--- src/pkg/suw_pkg.sv ---
// Shared constants, types and state encodings of the multi-channel serial block
package suw_pkg;

   // Frame mode field encodings
   localparam logic [1:0] MODE_SHIFT = 2'h0;   // Synchronous shift mode
   localparam logic [1:0] MODE_7BIT  = 2'h1;   // Seven data bits
   localparam logic [1:0] MODE_8BIT  = 2'h2;   // Eight data bits
   localparam logic [1:0] MODE_9BIT  = 2'h3;   // Eight data bits plus ninth bit

   // Line levels
   localparam logic START_LVL = 1'b0;          // Start bit level
   localparam logic STOP_LVL  = 1'b1;          // Stop bit and idle level

   // Bit timing in oversample ticks, and data bit counts and indices
   localparam logic [3:0] TICK_LAST  = 4'hf;   // Last tick of a 16-tick bit
   localparam logic [3:0] TICK_MID   = 4'h7;   // Half a bit, also half shift clock
   localparam logic [3:0] BITS7      = 4'h7;   // Data bits, seven-bit mode
   localparam logic [3:0] BITS8      = 4'h8;   // Data bits, other modes
   localparam logic [3:0] SHIFT_LAST = 4'h7;   // Index of the last shift-mode bit

   // Transmit and shift engine states
   typedef enum logic [1:0] {
      TX_IDLE  = 2'b00,
      TX_UART  = 2'b01,
      TX_SHIFT = 2'b10
   } suw_tx_e;

   // Asynchronous receive states
   typedef enum logic [1:0] {
      RX_IDLE  = 2'b00,
      RX_START = 2'b01,
      RX_DATA  = 2'b10
   } suw_rx_e;

   // Per-channel configuration bits
   typedef struct packed {
      logic [1:0] frame_mode_select;   // Frame mode field
      logic       parity_add_enable;   // Add and check parity
      logic       parity_even;         // 1 even parity, 0 odd
      logic       tx_ninth_bit;        // Ninth bit sent in nine-bit mode
      logic       receive_enable;      // Receiver may accept data
      logic       shift_clk_external;  // Shift clock comes from the pin
      logic       shift_clk_falling;   // External clock active on falling edge
      logic       open_drain_select;   // Serial output is open drain
      logic [7:0] own_select_code;     // Address this channel answers to
   } suw_cfg_s;

   // Per-channel receive status
   typedef struct packed {
      logic [7:0] data;                // Received data buffer
      logic       rx_ninth_bit;        // Ninth bit of the buffered frame
      logic       overrun_flag;        // Frame lost, buffer still unread
      logic       parity_fault_flag;   // Parity mismatch seen
      logic       framing_fault_flag;  // Stop bit sampled low
      logic       full;                // Buffer holds unread data
   } suw_stat_s;

endpackage : suw_pkg

--- src/logic/suw_uart.sv ---
// Multi-channel serial channel with parity, nine-bit wake-up and shift mode
`timescale 1ns/1ps

module suw_uart #(
   parameter int N_CH     = 3,    // Number of channels
   parameter int BAUD_DIV = 54    // System clocks per oversample tick
) (
   // Clock and reset
   input  wire logic                            clk,
   input  wire logic                            rst,
   // Configuration and software strobes
   input  wire suw_pkg::suw_cfg_s [N_CH-1:0]    cfg,
   input  wire logic [N_CH-1:0]                 wakeup_set,
   input  wire logic [N_CH-1:0]                 error_clear,
   input  wire logic [N_CH-1:0]                 rx_read,
   // Transmit data handshake
   input  wire logic [N_CH-1:0]                 tx_valid,
   input  wire logic [N_CH-1:0][7:0]            tx_data,
   output logic [N_CH-1:0]                      tx_ready,
   // Receive status and events
   output suw_pkg::suw_stat_s [N_CH-1:0]        stat,
   output logic [N_CH-1:0]                      wakeup_filter_enable,
   output logic [N_CH-1:0]                      receive_irq,
   output logic [N_CH-1:0]                      transmit_irq,
   // Serial pins
   input  wire logic [N_CH-1:0]                 serial_in_pin,
   output logic [N_CH-1:0]                      serial_out_o,
   output logic [N_CH-1:0]                      serial_out_oe,
   input  wire logic [N_CH-1:0]                 shift_clock_i,
   output logic [N_CH-1:0]                      shift_clock_o,
   output logic [N_CH-1:0]                      shift_clock_oe
);

   // Oversample tick divider, shared by all channels
   logic [15:0] div_reg;            // Divider count
   logic [15:0] div_next;           // Next divider count
   logic        tick16;             // One pulse per sixteenth of a bit

   // Divider next value
   always_comb begin
      tick16   = (div_reg == 16'(BAUD_DIV - 1));
      div_next = tick16 ? '0 : div_reg + 16'h0001;
   end

   // Divider register
   always_ff @(posedge clk) begin
      if (rst) begin
         div_reg <= '0;
      end else begin
         div_reg <= div_next;
      end
   end

   for (genvar g = 0; g < N_CH; g++) begin : g_ch
      suw_pkg::suw_cfg_s c;        // This channel's configuration
      logic       is_shift;        // Shift mode selected
      logic       is9;             // Nine-bit mode selected
      logic       has_ext;         // Frame has ninth or parity bit
      logic       early;           // Receive event before the stop bit
      logic [3:0] nbits;           // Data bits per frame
      logic [7:0] td;              // Transmit data, masked to width
      logic       ext_bit;         // Ninth or parity bit to send
      logic [10:0] fr;             // Whole transmit frame, LSB first

      // Decoded mode
      assign c        = cfg[g];
      assign is_shift = (c.frame_mode_select == suw_pkg::MODE_SHIFT);
      assign is9      = (c.frame_mode_select == suw_pkg::MODE_9BIT);
      assign has_ext  = is9 || c.parity_add_enable;
      assign nbits    = (c.frame_mode_select == suw_pkg::MODE_7BIT) ?
                        suw_pkg::BITS7 : suw_pkg::BITS8;
      assign early    = is9 || ((c.frame_mode_select == suw_pkg::MODE_8BIT)
                        && c.parity_add_enable);

      // Frame builder for the asynchronous transmitter
      always_comb begin
         td      = tx_data[g];
         if (nbits == suw_pkg::BITS7) begin
            td[7] = 1'b0;
         end
         ext_bit = is9 ? c.tx_ninth_bit : (^td ^ ~c.parity_even);
         fr      = '1;
         fr[0]   = suw_pkg::START_LVL;
         fr[8:1] = td;
         fr[4'(nbits + 4'h1)] = has_ext ? ext_bit : suw_pkg::STOP_LVL;
      end

      // Transmit and shift engine state
      suw_pkg::suw_tx_e tx_st_reg, tx_st_next;
      logic [10:0] tx_sh_reg, tx_sh_next;      // Outgoing bits, LSB on the line
      logic [3:0]  tx_cnt_reg, tx_cnt_next;    // Bits left, or shift bits done
      logic [3:0]  tx_tick_reg, tx_tick_next;  // Tick within bit or half clock
      logic        sclk_reg, sclk_next;        // Internal shift clock level
      logic [7:0]  srx_reg, srx_next;          // Shift-mode receive register
      logic        has_reg, has_next;          // Shift cycle carries send data
      logic        txi_reg, txi_next;          // Transmit event pulse
      logic        sclk_q_reg;                 // Previous external clock level
      logic        ld_sh;                      // Shift byte goes to buffer
      logic        int_edge;                   // Internal clock toggles now
      logic        act;                        // Sampling edge of shift clock
      logic        drv;                        // Driving edge of shift clock

      // Shift clock edges; the pin is taken as synchronous to clk
      always_comb begin
         int_edge = tick16 && (tx_tick_reg == suw_pkg::TICK_MID);
         if (c.shift_clk_external) begin
            act = c.shift_clk_falling ? (sclk_q_reg & ~shift_clock_i[g])
                                      : (~sclk_q_reg & shift_clock_i[g]);
            drv = c.shift_clk_falling ? (~sclk_q_reg & shift_clock_i[g])
                                      : (sclk_q_reg & ~shift_clock_i[g]);
         end else begin
            act = int_edge && !sclk_reg;
            drv = int_edge && sclk_reg;
         end
      end

      // Transmit next state
      always_comb begin
         tx_st_next   = tx_st_reg;
         tx_sh_next   = tx_sh_reg;
         tx_cnt_next  = tx_cnt_reg;
         tx_tick_next = tx_tick_reg;
         sclk_next    = sclk_reg;
         srx_next     = srx_reg;
         has_next     = has_reg;
         txi_next     = 1'b0;
         ld_sh        = 1'b0;
         case (tx_st_reg)
            suw_pkg::TX_IDLE: begin
               tx_tick_next = '0;
               sclk_next    = 1'b1;
               // Asynchronous frame
               if (!is_shift && tx_valid[g]) begin
                  tx_st_next  = suw_pkg::TX_UART;
                  tx_sh_next  = fr;
                  tx_cnt_next = nbits + {3'h0, has_ext} + 4'h2;
               // Shift cycle to send, or to fetch a byte when buffer is free
               end else if (is_shift && (tx_valid[g] ||
                            (c.receive_enable && !stat[g].full))) begin
                  tx_st_next  = suw_pkg::TX_SHIFT;
                  tx_sh_next  = {3'h7, tx_valid[g] ? tx_data[g] : 8'hff};
                  tx_cnt_next = '0;
                  has_next    = tx_valid[g];
               end
            end
            suw_pkg::TX_UART: begin
               if (tick16) begin
                  tx_tick_next = tx_tick_reg + 4'h1;
                  // End of a bit: shift in idle level
                  if (tx_tick_reg == suw_pkg::TICK_LAST) begin
                     tx_sh_next  = {suw_pkg::STOP_LVL, tx_sh_reg[10:1]};
                     tx_cnt_next = tx_cnt_reg - 4'h1;
                     if (tx_cnt_reg == 4'h2) begin
                        txi_next = 1'b1;
                     end
                     if (tx_cnt_reg == 4'h1) begin
                        tx_st_next = suw_pkg::TX_IDLE;
                     end
                  end
               end
            end
            suw_pkg::TX_SHIFT: begin
               // Internal clock: half period of eight ticks
               if (!c.shift_clk_external && tick16) begin
                  tx_tick_next = tx_tick_reg + 4'h1;
                  if (int_edge) begin
                     tx_tick_next = '0;
                     sclk_next    = ~sclk_reg;
                  end
               end
               // Data moves on the driving edge after the first bit
               if (drv && (tx_cnt_reg != 4'h0)) begin
                  tx_sh_next = {suw_pkg::STOP_LVL, tx_sh_reg[10:1]};
               end
               // Sampling edge; the last one ends the cycle
               if (act) begin
                  srx_next    = {serial_in_pin[g], srx_reg[7:1]};
                  tx_cnt_next = tx_cnt_reg + 4'h1;
                  if (tx_cnt_reg == suw_pkg::SHIFT_LAST) begin
                     tx_st_next = suw_pkg::TX_IDLE;
                     tx_sh_next = '1;
                     txi_next   = has_reg;
                     ld_sh      = c.receive_enable;
                  end
               end
            end
            default: begin
               tx_st_next = suw_pkg::TX_IDLE;
            end
         endcase
      end

      // Transmit registers
      always_ff @(posedge clk) begin
         if (rst) begin
            tx_st_reg   <= suw_pkg::TX_IDLE;
            tx_sh_reg   <= '1;
            tx_cnt_reg  <= '0;
            tx_tick_reg <= '0;
            sclk_reg    <= 1'b1;
            srx_reg     <= '0;
            has_reg     <= 1'b0;
            txi_reg     <= 1'b0;
            sclk_q_reg  <= 1'b1;
         end else begin
            tx_st_reg   <= tx_st_next;
            tx_sh_reg   <= tx_sh_next;
            tx_cnt_reg  <= tx_cnt_next;
            tx_tick_reg <= tx_tick_next;
            sclk_reg    <= sclk_next;
            srx_reg     <= srx_next;
            has_reg     <= has_next;
            txi_reg     <= txi_next;
            sclk_q_reg  <= shift_clock_i[g];
         end
      end

      // Asynchronous receiver state
      suw_pkg::suw_rx_e rx_st_reg, rx_st_next;
      logic [3:0] rx_tick_reg, rx_tick_next;   // Tick within bit
      logic [3:0] rx_idx_reg, rx_idx_next;     // Bit number after start
      logic [7:0] rsh_reg, rsh_next;           // Collected data bits
      logic       ld_u;                        // Frame goes to buffer
      logic       ld_ninth;                    // Ninth bit of that frame
      logic       pe_s;                        // Parity mismatch strobe
      logic       fe_s;                        // Stop bit low strobe

      // Receiver next state; every sample is taken at a bit's middle
      always_comb begin
         rx_st_next   = rx_st_reg;
         rx_tick_next = rx_tick_reg;
         rx_idx_next  = rx_idx_reg;
         rsh_next     = rsh_reg;
         ld_u         = 1'b0;
         ld_ninth     = 1'b0;
         pe_s         = 1'b0;
         fe_s         = 1'b0;
         case (rx_st_reg)
            suw_pkg::RX_IDLE: begin
               rx_tick_next = '0;
               if (c.receive_enable && !is_shift &&
                   (serial_in_pin[g] == suw_pkg::START_LVL)) begin
                  rx_st_next = suw_pkg::RX_START;
               end
            end
            suw_pkg::RX_START: begin
               if (tick16) begin
                  rx_tick_next = rx_tick_reg + 4'h1;
                  // Mid start bit: a high line was only a glitch
                  if (rx_tick_reg == suw_pkg::TICK_MID) begin
                     rx_tick_next = '0;
                     rx_idx_next  = 4'h1;
                     rsh_next     = '0;
                     rx_st_next   = (serial_in_pin[g] == suw_pkg::START_LVL) ?
                                    suw_pkg::RX_DATA : suw_pkg::RX_IDLE;
                  end
               end
            end
            suw_pkg::RX_DATA: begin
               if (tick16) begin
                  rx_tick_next = rx_tick_reg + 4'h1;
                  if (rx_tick_reg == suw_pkg::TICK_LAST) begin
                     rx_idx_next = rx_idx_reg + 4'h1;
                     if (rx_idx_reg <= nbits) begin
                        rsh_next[3'(rx_idx_reg - 4'h1)] = serial_in_pin[g];
                     end else if (has_ext && (rx_idx_reg == nbits + 4'h1)) begin
                        ld_ninth = is9 & serial_in_pin[g];
                        pe_s     = !is9 && (serial_in_pin[g] !=
                                   (^rsh_reg ^ ~c.parity_even));
                        ld_u     = early;
                     end else begin
                        fe_s       = (serial_in_pin[g] != suw_pkg::STOP_LVL);
                        ld_u       = !early;
                        rx_st_next = suw_pkg::RX_IDLE;
                     end
                  end
               end
            end
            default: begin
               rx_st_next = suw_pkg::RX_IDLE;
            end
         endcase
      end

      // Receiver registers
      always_ff @(posedge clk) begin
         if (rst) begin
            rx_st_reg   <= suw_pkg::RX_IDLE;
            rx_tick_reg <= '0;
            rx_idx_reg  <= '0;
            rsh_reg     <= '0;
         end else begin
            rx_st_reg   <= rx_st_next;
            rx_tick_reg <= rx_tick_next;
            rx_idx_reg  <= rx_idx_next;
            rsh_reg     <= rsh_next;
         end
      end

      // Receive buffer, flags and wake-up filter
      suw_pkg::suw_stat_s st_reg, st_next;
      logic wake_reg, wake_next;               // Wake-up filter enable
      logic rxi_reg, rxi_next;                 // Receive event pulse
      logic supp;                              // Frame dropped by the filter

      // Buffer next state; each flag set is applied after its clear so it wins, but a code match clears the filter after wakeup_set
      always_comb begin
         st_next   = st_reg;
         wake_next = wake_reg;
         rxi_next  = 1'b0;
         if (rx_read[g]) begin
            st_next.full = 1'b0;
         end
         if (error_clear[g]) begin
            st_next.overrun_flag       = 1'b0;
            st_next.parity_fault_flag  = 1'b0;
            st_next.framing_fault_flag = 1'b0;
         end
         if (wakeup_set[g]) begin
            wake_next = 1'b1;
         end
         // Payload frames pass only once this slave was selected
         supp = is9 && wake_reg && !ld_ninth;
         if ((ld_u && !supp) || ld_sh) begin
            rxi_next = 1'b1;
            if (st_next.full) begin
               st_next.overrun_flag = 1'b1;
            end else begin
               st_next.data         = ld_sh ? {serial_in_pin[g], srx_reg[7:1]} : rsh_reg;
               st_next.rx_ninth_bit = ld_ninth;
               st_next.full         = 1'b1;
            end
            if (ld_u && is9 && wake_reg && (rsh_reg == c.own_select_code)) begin
               wake_next = 1'b0;
            end
         end
         if (pe_s) begin
            st_next.parity_fault_flag = 1'b1;
         end
         if (fe_s) begin
            st_next.framing_fault_flag = 1'b1;
         end
      end

      // Buffer registers
      always_ff @(posedge clk) begin
         if (rst) begin
            st_reg   <= '0;
            wake_reg <= 1'b0;
            rxi_reg  <= 1'b0;
         end else begin
            st_reg   <= st_next;
            wake_reg <= wake_next;
            rxi_reg  <= rxi_next;
         end
      end

      // Outputs; open drain only ever pulls low
      assign stat[g]                 = st_reg;
      assign wakeup_filter_enable[g] = wake_reg;
      assign receive_irq[g]          = rxi_reg;
      assign transmit_irq[g]         = txi_reg;
      assign tx_ready[g]             = (tx_st_reg == suw_pkg::TX_IDLE);
      assign serial_out_o[g]  = c.open_drain_select ? 1'b0 : tx_sh_reg[0];
      assign serial_out_oe[g] = c.open_drain_select ? ~tx_sh_reg[0] : 1'b1;
      assign shift_clock_o[g]  = sclk_reg;
      assign shift_clock_oe[g] = is_shift && !c.shift_clk_external;
   end

endmodule : suw_uart

--- config.mk ---
export PLATFORM = sky130hd
export DESIGN_NAME = suw_uart
export DESIGN_NICKNAME = d
export VERILOG_FILES = /design/src/pkg/suw_pkg.sv /design/src/logic/suw_uart.sv
export SDC_FILE = /design/constraint.sdc
export NUM_CORES = 1
export LEC_CHECK = 0
export BUFFER_PORTS_ARGS = -buffer_cell sky130_fd_sc_hd__buf_2
export CAP_MARGIN = 20
export CELL_PAD_IN_SITES_DETAIL_PLACEMENT = 1
export CELL_PAD_IN_SITES_GLOBAL_PLACEMENT = 2
export CORE_MARGIN = 2
export CORE_UTILIZATION = 38
export DETAILED_ROUTE_END_ITERATION = 8
export PLACE_DENSITY = 0.94
export SLEW_MARGIN = 20
export SYNTH_ARGS = -nofsm -noshare
export SYNTH_HDL_FRONTEND = slang
export SYNTH_SLANG_ARGS = --single-unit
--- constraint.sdc ---
create_clock -name clk -period 6.4 [get_ports clk]
set_input_delay 0.32 -clock clk [delete_from_list [all_inputs] [get_ports clk]]
set_output_delay 0.32 -clock clk [all_outputs]
set_load 0.03 [all_outputs]
* After elaboration in Yosys (flattened, before gate mapping)
Index checks and enable logic that the tools add are counted.
** Word-level totals
- Bits in registers :: 214
- Latch bits :: 0
- Memory bits (writable) :: 0
- Memory bits (read-only) :: 0
- Output and inout port bits :: 63
- Memories kept :: 0
** Cells by class
- Add/sub/neg operators :: 28
- Multipliers :: 0
- Div/mod/pow operators :: 0
- Magnitude comparators :: 15
- Equality and inequality tests :: 103
- Shift-type cells :: 0
- Multiplexer cells :: 333
- Bitwise gates (word level) :: 39
- Reduce and logical (&&, ||, !) cells :: 175
** Operators with widths (number)
- 11-bit 2-to-1 mux :: 21
- 4-bit 2-to-1 mux :: 48
- 8-bit 2-to-1 mux :: 21
- 1-bit 2-to-1 mux :: 153
- 4-bit one-hot mux with 3 select lines :: 9
- 11-bit one-hot mux with 3 select lines :: 3
- 2-bit 2-to-1 mux :: 45
- 2-bit != test (second input constant) :: 45
- 1-bit logical AND :: 66
- 4-bit by 1-bit adder with 4-bit output (second input constant) :: 15
- 4-bit by 3-bit == test with 1-bit output (second input constant) :: 12
- 8-bit one-hot mux with 2 select lines :: 3
- 8-bit XOR reduction :: 6
- 2-bit one-hot mux with 3 select lines :: 6
- 3-bit AND reduction :: 12
- 6-bit AND reduction :: 6
- 11-bit bitwise mux :: 3
- 5-bit AND reduction :: 6
- 8-bit bitwise mux :: 3
- 2-bit == test (second input constant) :: 12
- 4-bit == test (second input constant) :: 6
- 8-bit == test :: 3
- 1-bit logical NOT :: 24
- 1-bit inverter :: 24
- other kinds (33) :: 141

* Logic depth before layout (Yosys ltp)
Gate-level depths: netlist (run 1).
- Word-level depth :: 16
- Mapped depth :: 14
- Depth with buffers taken out :: 10

* Least setup slack after synthesis (run 1)
Ideal clock, no wire load.
- Path type :: input-to-reg
- Start point :: input cfg[16] (netlist name)
- End point :: register g_ch[0].st_reg (netlist bit stat[4])
- Setup time :: 127 ps
- Data arrival time :: 2625 ps
- Required time :: 6273 ps
- Path slack :: 3648 ps
- Stages on the path :: 14
- Path buffers :: 4
- Path through :: clkbuf_1 -> nor2b_1 -> buf_4 -> inv_1 -> ha_1 -> a21o_1 -> a221oi_1 -> or3_1 -> nor3_4 -> a31oi_2 -> buf_6 -> clkbuf_1 -> o211ai_1 -> o31ai_1
** On the way
- Word-level cells in the longest chain between the ends :: 16
** RTL lines
- start: declaration :: RTL line suw_uart.sv:12 : input wire suw_pkg::suw_cfg_s [N_CH-1:0] cfg,
- 2-bit by 1-bit == test with 1-bit output :: RTL line suw_uart.sv:70 : assign nbits = (c.frame_mode_select == suw_pkg::MODE_7BIT) ?
- 4-bit 2-to-1 mux :: RTL line suw_uart.sv:70
- 4-bit by 1-bit adder with 4-bit output :: RTL line suw_uart.sv:266 : end else if (has_ext && (rx_idx_reg == nbits + 4'h1)) begin
- 4-bit == test :: RTL line suw_uart.sv:266
- 1-bit logical AND :: RTL line suw_uart.sv:266
- 1-bit 2-to-1 mux :: RTL line suw_uart.sv:266
- 1-bit 2-to-1 mux :: RTL line suw_uart.sv:264 : if (rx_idx_reg <= nbits) begin
- 1-bit 2-to-1 mux :: RTL line suw_uart.sv:262 : if (rx_tick_reg == suw_pkg::TICK_LAST) begin
- 1-bit 2-to-1 mux :: RTL line suw_uart.sv:260 : if (tick16) begin
- 1-bit 2-to-1 mux :: RTL line suw_uart.sv:238 : case (rx_st_reg)
- 1-bit logical NOT :: RTL line suw_uart.sv:323 : supp = is9 && wake_reg && !ld_ninth;
- 1-bit logical AND :: RTL line suw_uart.sv:323
- 1-bit logical NOT :: RTL line suw_uart.sv:324 : if ((ld_u && !supp) || ld_sh) begin
- 1-bit logical AND :: RTL line suw_uart.sv:324
- 1-bit logical OR :: RTL line suw_uart.sv:324
- 2-bit AND reduction (no line)
- end signal: assignment :: RTL line suw_uart.sv:352 : st_reg <= st_next;
- end: declaration :: RTL line suw_uart.sv:301 : suw_pkg::suw_stat_s st_reg, st_next;
Several ways; a longest one is shown, not always the timed one.
A chain may end at the register's enable or synchronous reset.

* Final worst setup path (run 1)
- Start point :: register div_reg[0]
- End point :: register g_ch[2].tx_cnt_reg[0]
** On the way
- Word-level cells in the longest chain between the ends :: 6
** RTL lines
- start: declaration :: RTL line suw_uart.sv:35 : logic [15:0] div_reg;
- start signal: assignment :: RTL line suw_uart.sv:50 : div_reg <= div_next;
- 16-bit by 6-bit == test with 1-bit output (*) :: RTL line suw_uart.sv:41 : tick16 = (div_reg == 16'(BAUD_DIV - 1));
- 1-bit logical AND :: RTL line suw_uart.sv:105 : int_edge = tick16 && (tx_tick_reg == suw_pkg::TICK_MID);
- 1-bit logical AND :: RTL line suw_uart.sv:112 : act = int_edge && !sclk_reg;
- 1-bit 2-to-1 mux :: RTL line suw_uart.sv:106 : if (c.shift_clk_external) begin
- 2-bit != test (no line)
- 5-bit AND reduction (no line) (*)
- end signal: assignment :: RTL line suw_uart.sv:208 : tx_cnt_reg <= tx_cnt_next;
- end: declaration :: RTL line suw_uart.sv:91 : logic [3:0] tx_cnt_reg, tx_cnt_next;
Mark *: on every way between the ends. The rest lies on a longest branch, timed or not.

==> flow_summary_export.csv, run 1 <==
group,metric,value,unit
detailed_routing,drt-vias-per-instance,5.68,
worst_setup_path,worst_r2r_path_depth,7,
sta,post-route-min-period,3.72,ns
worst_setup_path,end_kind,"flip-flop",
synth,synth_top_area_share,0.311,
sta,setup_ws,2.68,ns
synth,ys_warn_count,0,
synth,yosysSeqAreaShare,0.311,
synth,synth_nets,1898,
worst_setup_path,path_max_fanout,25,
detailed_routing,routedWlPerCell,18.0,um
die,core_area,35400,um2
min_path,hold_class,"in2reg",
worst_setup_path,cp_data_arrival_time,4.14,ns
clocking,ctsHoldBuffers,2,
global_route,grt_pass1_vias,13200,
global_route,antenna_found_initial,2,
sta,finClkSkew,0.0198,ns
synth,synth.distinct_cells,77,
sta,fin_crit_sh,0.582,
clocking,cts.path.max_buffers,3,
placement,dp_slack,2.75,ns
global_route,grt_max_degree,71,
die,start_util,0.383,
detailed_routing,dr.first_iter.drc_count,685,
pwr,leakagePower,6.05,nW
clocking,cts_tree,"done",
sta,rsz0062_at_grt,"no",
synth,synthTopCellsByCount,"211 x dfxtp_1, 198 x nand2_1, 180 x nor2_1, 145 x a21oi_1, 88 x nand3_1",
sta,setup_tns,0,ns
global_route,grt_overflow,0,
worst_setup_path,timing.rr.end,"g_ch[2].tx_cnt_reg[0]$_SDFFE_PP0P_",
clocking,clock_latency,0.54,ns
synth,synthTopCellsByArea,"dfxtp_1 31%, mux2i_1 5.8%, ha_1 5.5%",
run,maxCapViolCount,0,
status,status,"complete, no violations",
cells_and_area,nets,1988,
detailed_routing,totalWireLength,41700,um
clocking,cts-htree-levels,1,
clocking,cts_setup_buffers,0,
placement,postPlaceCellArea,14500,um2
clocking,clock-root-buffer,"clkbuf_16",
detailed_routing,num_vias,13100,
cells_and_area,largest_register_ffs,39,
die,die_w,193,um
clocking,clock_sinks,211,
die,die_area,37200,um2
synth,ys.flop_type,"dfxtp_1",
synth,synthArstFlopShare,0,
cells_and_area,utilization,0.437,
die,num_rows,69,
worst_setup_path,timing.rr.start,"div_reg[0]$_SDFF_PP0_",
synth,yosys.cell_count.top_type,"dfxtp_1",
sta,hold_ws,0.0304,ns
sta,max_freq,269,MHz
detailed_routing,route.detailed.drc,0,
sta,setup_viol,0,
synth,yosysTopAreaCell,"dfxtp_1",
detailed_routing,ant_nets,0,
sta,finalHoldViolCount,0,
pwr,peakVddDrop,0.175,mV
worst_setup_path,path_class,"reg2reg",
die,die_h,193,um
worst_setup_path,cp.required,6.82,ns
pwr,power,4.17,mW
placement,dp_cells,2265,
cells_and_area,layout-drive-gt1-share,0.132,
worst_setup_path,r2r_setup_slack,2.68,ns
worst_setup_path,cp-start-kind,"flip-flop",
cells_and_area,layout.cells.non_filler,2312,
synth,synth_area,13600,um2
worst_setup_path,endpoint,"g_ch[2].tx_cnt_reg[0]$_SDFFE_PP0P_",
synth,syn_inst,1743,
global_route,grtUsageTotal,0.220,
placement,io_buffer_count,157,
global_route,grt_pass1_wl,67900,um
clocking,numCtsBuffers,25,
cells_and_area,area_delta_synth_final,13.9,%
cells_and_area,diodes,0,
sta,worstMarginPinSlew,1.09,ns
detailed_routing,drt_pass1_iterations,5,
synth,syn_avg_cell_area,7.78,um2
clocking,path_clk_slew,0.06,ns
placement,gp_congestion,0.818,
synth,ys_ff_latch,211,
sta,relSlewSlack,0.274,
worst_setup_path,startpoint,"div_reg[0]$_SDFF_PP0_",
placement,hpwl,29400,um
sta,slew_viol_final,0,
synth,synth-edff-count,0,
die,io_pins,158,
pwr,power.density,270,nW/um2
cells_and_area,fin_area,15500,um2
cells_and_area,fillCellCount,4383,
clocking,cts_resized,0,
-- cell families after synthesis --
kind of cell             after synthesis  synth area share
buffers and inverters                153            0.0480
flip-flops                           211             0.311
AND/OR/NAND/NOR                      725             0.269
adder cells (fa/ha/maj)               60            0.0553
AO/OA/AOI/OAI                        415             0.192
XOR/XNOR                              95            0.0613
multiplexers                          84            0.0625
-- placed cells by master, fill, tap and decap left out, drive strengths merged, types with 7 or more instances in the layout --
cell type / count
a211o: 14
a211oi: 25
a21boi: 9
a21o: 20
a21oi: 145
a31oi: 22
and2: 13
and3: 20
and3b: 8
buf: 164
clkbuf: 32
dfxtp: 211
ha: 60
inv: 50
mux2i: 78
nand2: 198
nand2b: 24
nand3: 88
nand4: 25
nor2: 180
nor2b: 30
nor3: 37
nor3b: 22
nor4: 14
nor4b: 9
o211ai: 9
o21a: 10
o21ai: 83
o22ai: 14
o31ai: 12
or2: 8
or3: 20
or3b: 7
or4: 11
xnor2: 70
xor2: 25
-- worst max-delay path, cell delays in order, from the launching register on --
cell and delay [ns]:
dfxtp_1 0.46, ha_1 0.20, nor4b_4 0.28, nand4_1 0.90
a21o_1 0.75, a21oi_1 0.62, o221ai_1 0.24, o211a_1 0.17
-- metal layers --
layer / global-route usage / part of all wire / vias to the layer above / wire, um
li1: - / - / 6371 / -
met1: 0.284 / 0.45 / 6487 / 18900
met2: 0.391 / 0.49 / 222 / 20400
met3: 0.0315 / 0.042 / 51 / 1750
met4: 0.0428 / 0.015 / 4 / 619
met5: 0 / 0.00058 / - / 24
-- final cells by class --
type / instances / area, um2 / share of cell area
clock buffer: 32 / 712 / 0.0461
clock inverter: 13 / 199 / 0.0129
inverter: 50 / 188 / 0.0121
multi-input combinational: 1379 / 8690 / 0.563
sequential: 211 / 4220 / 0.273
tap: 461 / 577 / 0.0373
timing repair buffer: 166 / 861 / 0.0557
-- how the worst min path moves through the flow --
| stage | start | to | slack [ns] | cells past startpoint |
|---|---|---|---|---|
| global placement | stat[3]$_SDFF_PP0_ | stat[3]$_SDFF_PP0_ | 0.43 | 2 |
| finish | wakeup_set[2] | g_ch[2].wake_reg$_SDFF_PP0_ | 0.03 | 2 |
| floorplan | shift_clock_i[0] | g_ch[0].sclk_q_reg$_SDFF_PP1_ | 0.42 | 1 |
| detailed placement | stat[3]$_SDFF_PP0_ | stat[3]$_SDFF_PP0_ | 0.44 | 2 |
| CTS | shift_clock_i[0] | g_ch[0].sclk_q_reg$_SDFF_PP1_ | 0.01 | 2 |
| global route | wakeup_set[2] | g_ch[2].wake_reg$_SDFF_PP0_ | 0.03 | 2 |
-- power breakdown --
group | internal, mW | switching, mW
combinational | 0.390 | 0.653
sequential | 1.41 | 0.121
clock | 0.984 | 0.610
No activity file was read; power rests on OpenSTA's default activity.
==> inputs of run 2 (changes only) <==
CORE_UTILIZATION = 35   (was 38)
PLACE_DENSITY = 0.88   (was 0.94)
clock period = 3.5 ns   (was 6.4 ns; I/O delays follow)
==> run 2 against run 1 <==
Effect of this change: non-clock buffer count up 29; critical path depth up 1; final area rose by 1.9%; highest routed layer is now met4.
==> flow_summary_export.csv, run 2 (synthesis gave the netlist of run 1 again) <==
group,metric,value,unit
worst_setup_path,path_max_fanout,20,
detailed_routing,dr.first_iter.drc_count,588,
pwr,power.density,479,nW/um2
clocking,path_clk_slew,0.06,ns
die,num_rows,72,
pwr,clkPwrFrac,0.371,
status,status,"complete, no violations",
sta,worstMarginPinSlew,0.952,ns
cells_and_area,final_common_cell,"dfxtp_1",
pwr,p_sw,2.55,mW
sta,finalHoldViolCount,0,
cells_and_area,largest_register_ffs,39,
detailed_routing,ant_nets,0,
sta,setup_tns,0,ns
worst_setup_path,cp.required,3.90,ns
placement,hpwl,30500,um
cells_and_area,layout-drive-gt1-share,0.134,
pwr,leakagePower,6.17,nW
detailed_routing,num_vias,13100,
sta,finClkSkew,0.0211,ns
sta,slew_viol_final,0,
die,die_h,201,um
die,die_w,201,um
clocking,cts-htree-levels,1,
sta,max_freq,330,MHz
global_route,antenna_found_initial,0,
sta,relSlewSlack,0.364,
sta,rsz0062_at_grt,"no",
detailed_routing,route.detailed.drc,0,
min_path,hold_class,"in2reg",
global_route,grtUsageTotal,0.206,
detailed_routing,drt_pass1_iterations,4,
pwr,power.share.combinational,0.257,
die,die_area,40400,um2
worst_setup_path,cp-start-kind,"flip-flop",
worst_setup_path,startpoint,"div_reg[0]$_SDFF_PP0_",
sta,post-route-min-period,3.03,ns
clocking,clock_sinks,211,
cells_and_area,nets,2020,
cells_and_area,area_delta_synth_final,16.0,%
detailed_routing,totalWireLength,42500,um
worst_setup_path,end_kind,"flip-flop",
worst_setup_path,path_class,"reg2reg",
die,core_area,38500,um2
worst_setup_path,cp_data_arrival_time,3.44,ns
clocking,cts_tree,"done",
detailed_routing,drt-vias-per-instance,5.46,
placement,io_buffer_count,157,
pwr,peakVddDrop,0.342,mV
clocking,cts_resized,0,
pwr,p_int,4.99,mW
die,io_pins,158,
worst_setup_path,timing.rr.start,"div_reg[0]$_SDFF_PP0_",
sta,hold_ws,0.0353,ns
global_route,grt_max_degree,69,
detailed_routing,routedWlPerCell,17.7,um
clocking,numCtsBuffers,28,
die,start_util,0.353,
sta,setup_viol,0,
clocking,clock-root-buffer,"clkbuf_16",
run,maxCapViolCount,0,
pwr,swShare,0.338,
global_route,grt_overflow,0,
global_route,grt_pass1_wl,70300,um
min_path,hp-start,"tx_data[8]",
cells_and_area,layout_common_cells,"211 x dfxtp_1, 198 x nand2_1, 180 x nor2_1, 156 x buf_2, 145 x a21oi_1",
pwr,p_seq_frac,0.372,
clocking,clock_latency,0.57,ns
clocking,cts.path.max_buffers,3,
sta,fin_crit_sh,0.866,
placement,gp_congestion,0.814,
global_route,grt_pass1_vias,13700,
==> run 2: cell count changes in the layout (fill, tap and decap cells not counted) <==
cell,delta
clkbuf_16,+4
bufinv_16,-4
clkinvlp_4,-2
diode_2,+1
buf_4,+15
dlygate4sd3_1,+14
clkbuf_8,-3
clkinv_2,-2
clkbuf_1,+13
==> run 2: path summary, 6_finish.rpt <==
kind	to	cells after the start	slack (ns)
min	g_ch[1].tx_sh_reg[0]$_SDFFE_PP1P_	3	0.04
max reg2reg	stat[22]$_SDFFE_PP0P_	8	0.47
min reg2reg	stat[3]$_SDFF_PP0_	2	0.46
max	stat[22]$_SDFFE_PP0P_	8	0.47
==> run 2: per-layer routing <==
metal | up-vias | track usage | part of all wire
met3 | 65 | 0.0274 | 0.038
met2 | 218 | 0.357 | 0.48
met1 | 6417 | 0.267 | 0.46
met5 | - | 0 | 0
met4 | 0 | 0.0608 | 0.021
li1 | 6432 | - | -
==> run 2: layout make-up <==
cell class,count,area [um2]
fillers,4678,22700
multi-input cells,1379,8690
flip-flops and latches,211,4220
repair buffers,195,1110
clock buffers,46,820
well taps,518,648
inverters,50,188
clock inverters,5,53.8
diodes,1,2.50
==> run 2: what timing repair did <==
action / in CTS / in global routing
endpoints found under the hold margin: 32 / 0
buffers inserted: 0 / 0
hold buffers: 16 / 0
==> run 2: critical path: stages (launching register included) <==
cell,delay (ns)
dfxtp_1,0.44
ha_1,0.20
nor4b_4,0.29
and4_1,0.39
nand3_1,0.28
nor3_2,0.47
a31o_2,0.49
and3_1,0.26
nor3_1,0.06
==> run 2: metrics by stage <==
step,power (mW),cells,setup slack [ns],util,instance area [um2]
final,7.53,2405,0.467,0.409,15700
after global routing,7.97,2404,0.202,0.409,15700
after CTS,7.61,2404,0.479,0.409,15700
after detailed placement,4.76,2337,0.496,0.382,14700
after global placement,4.69,2337,0.604,0.382,14700
after floorplan,4.20,1743,0.893,-,13600
==> run 2: power by group through the flow <==
stage	logic, mW	registers, mW	clock network, mW
2_1_floorplan	1.44	2.77	0
3_3_place_gp	1.85	2.84	0
3_5_place_dp	1.91	2.85	0
4_1_cts	1.94	2.80	2.87
5_1_grt	2.18	2.84	2.95
6_report	1.93	2.81	2.79
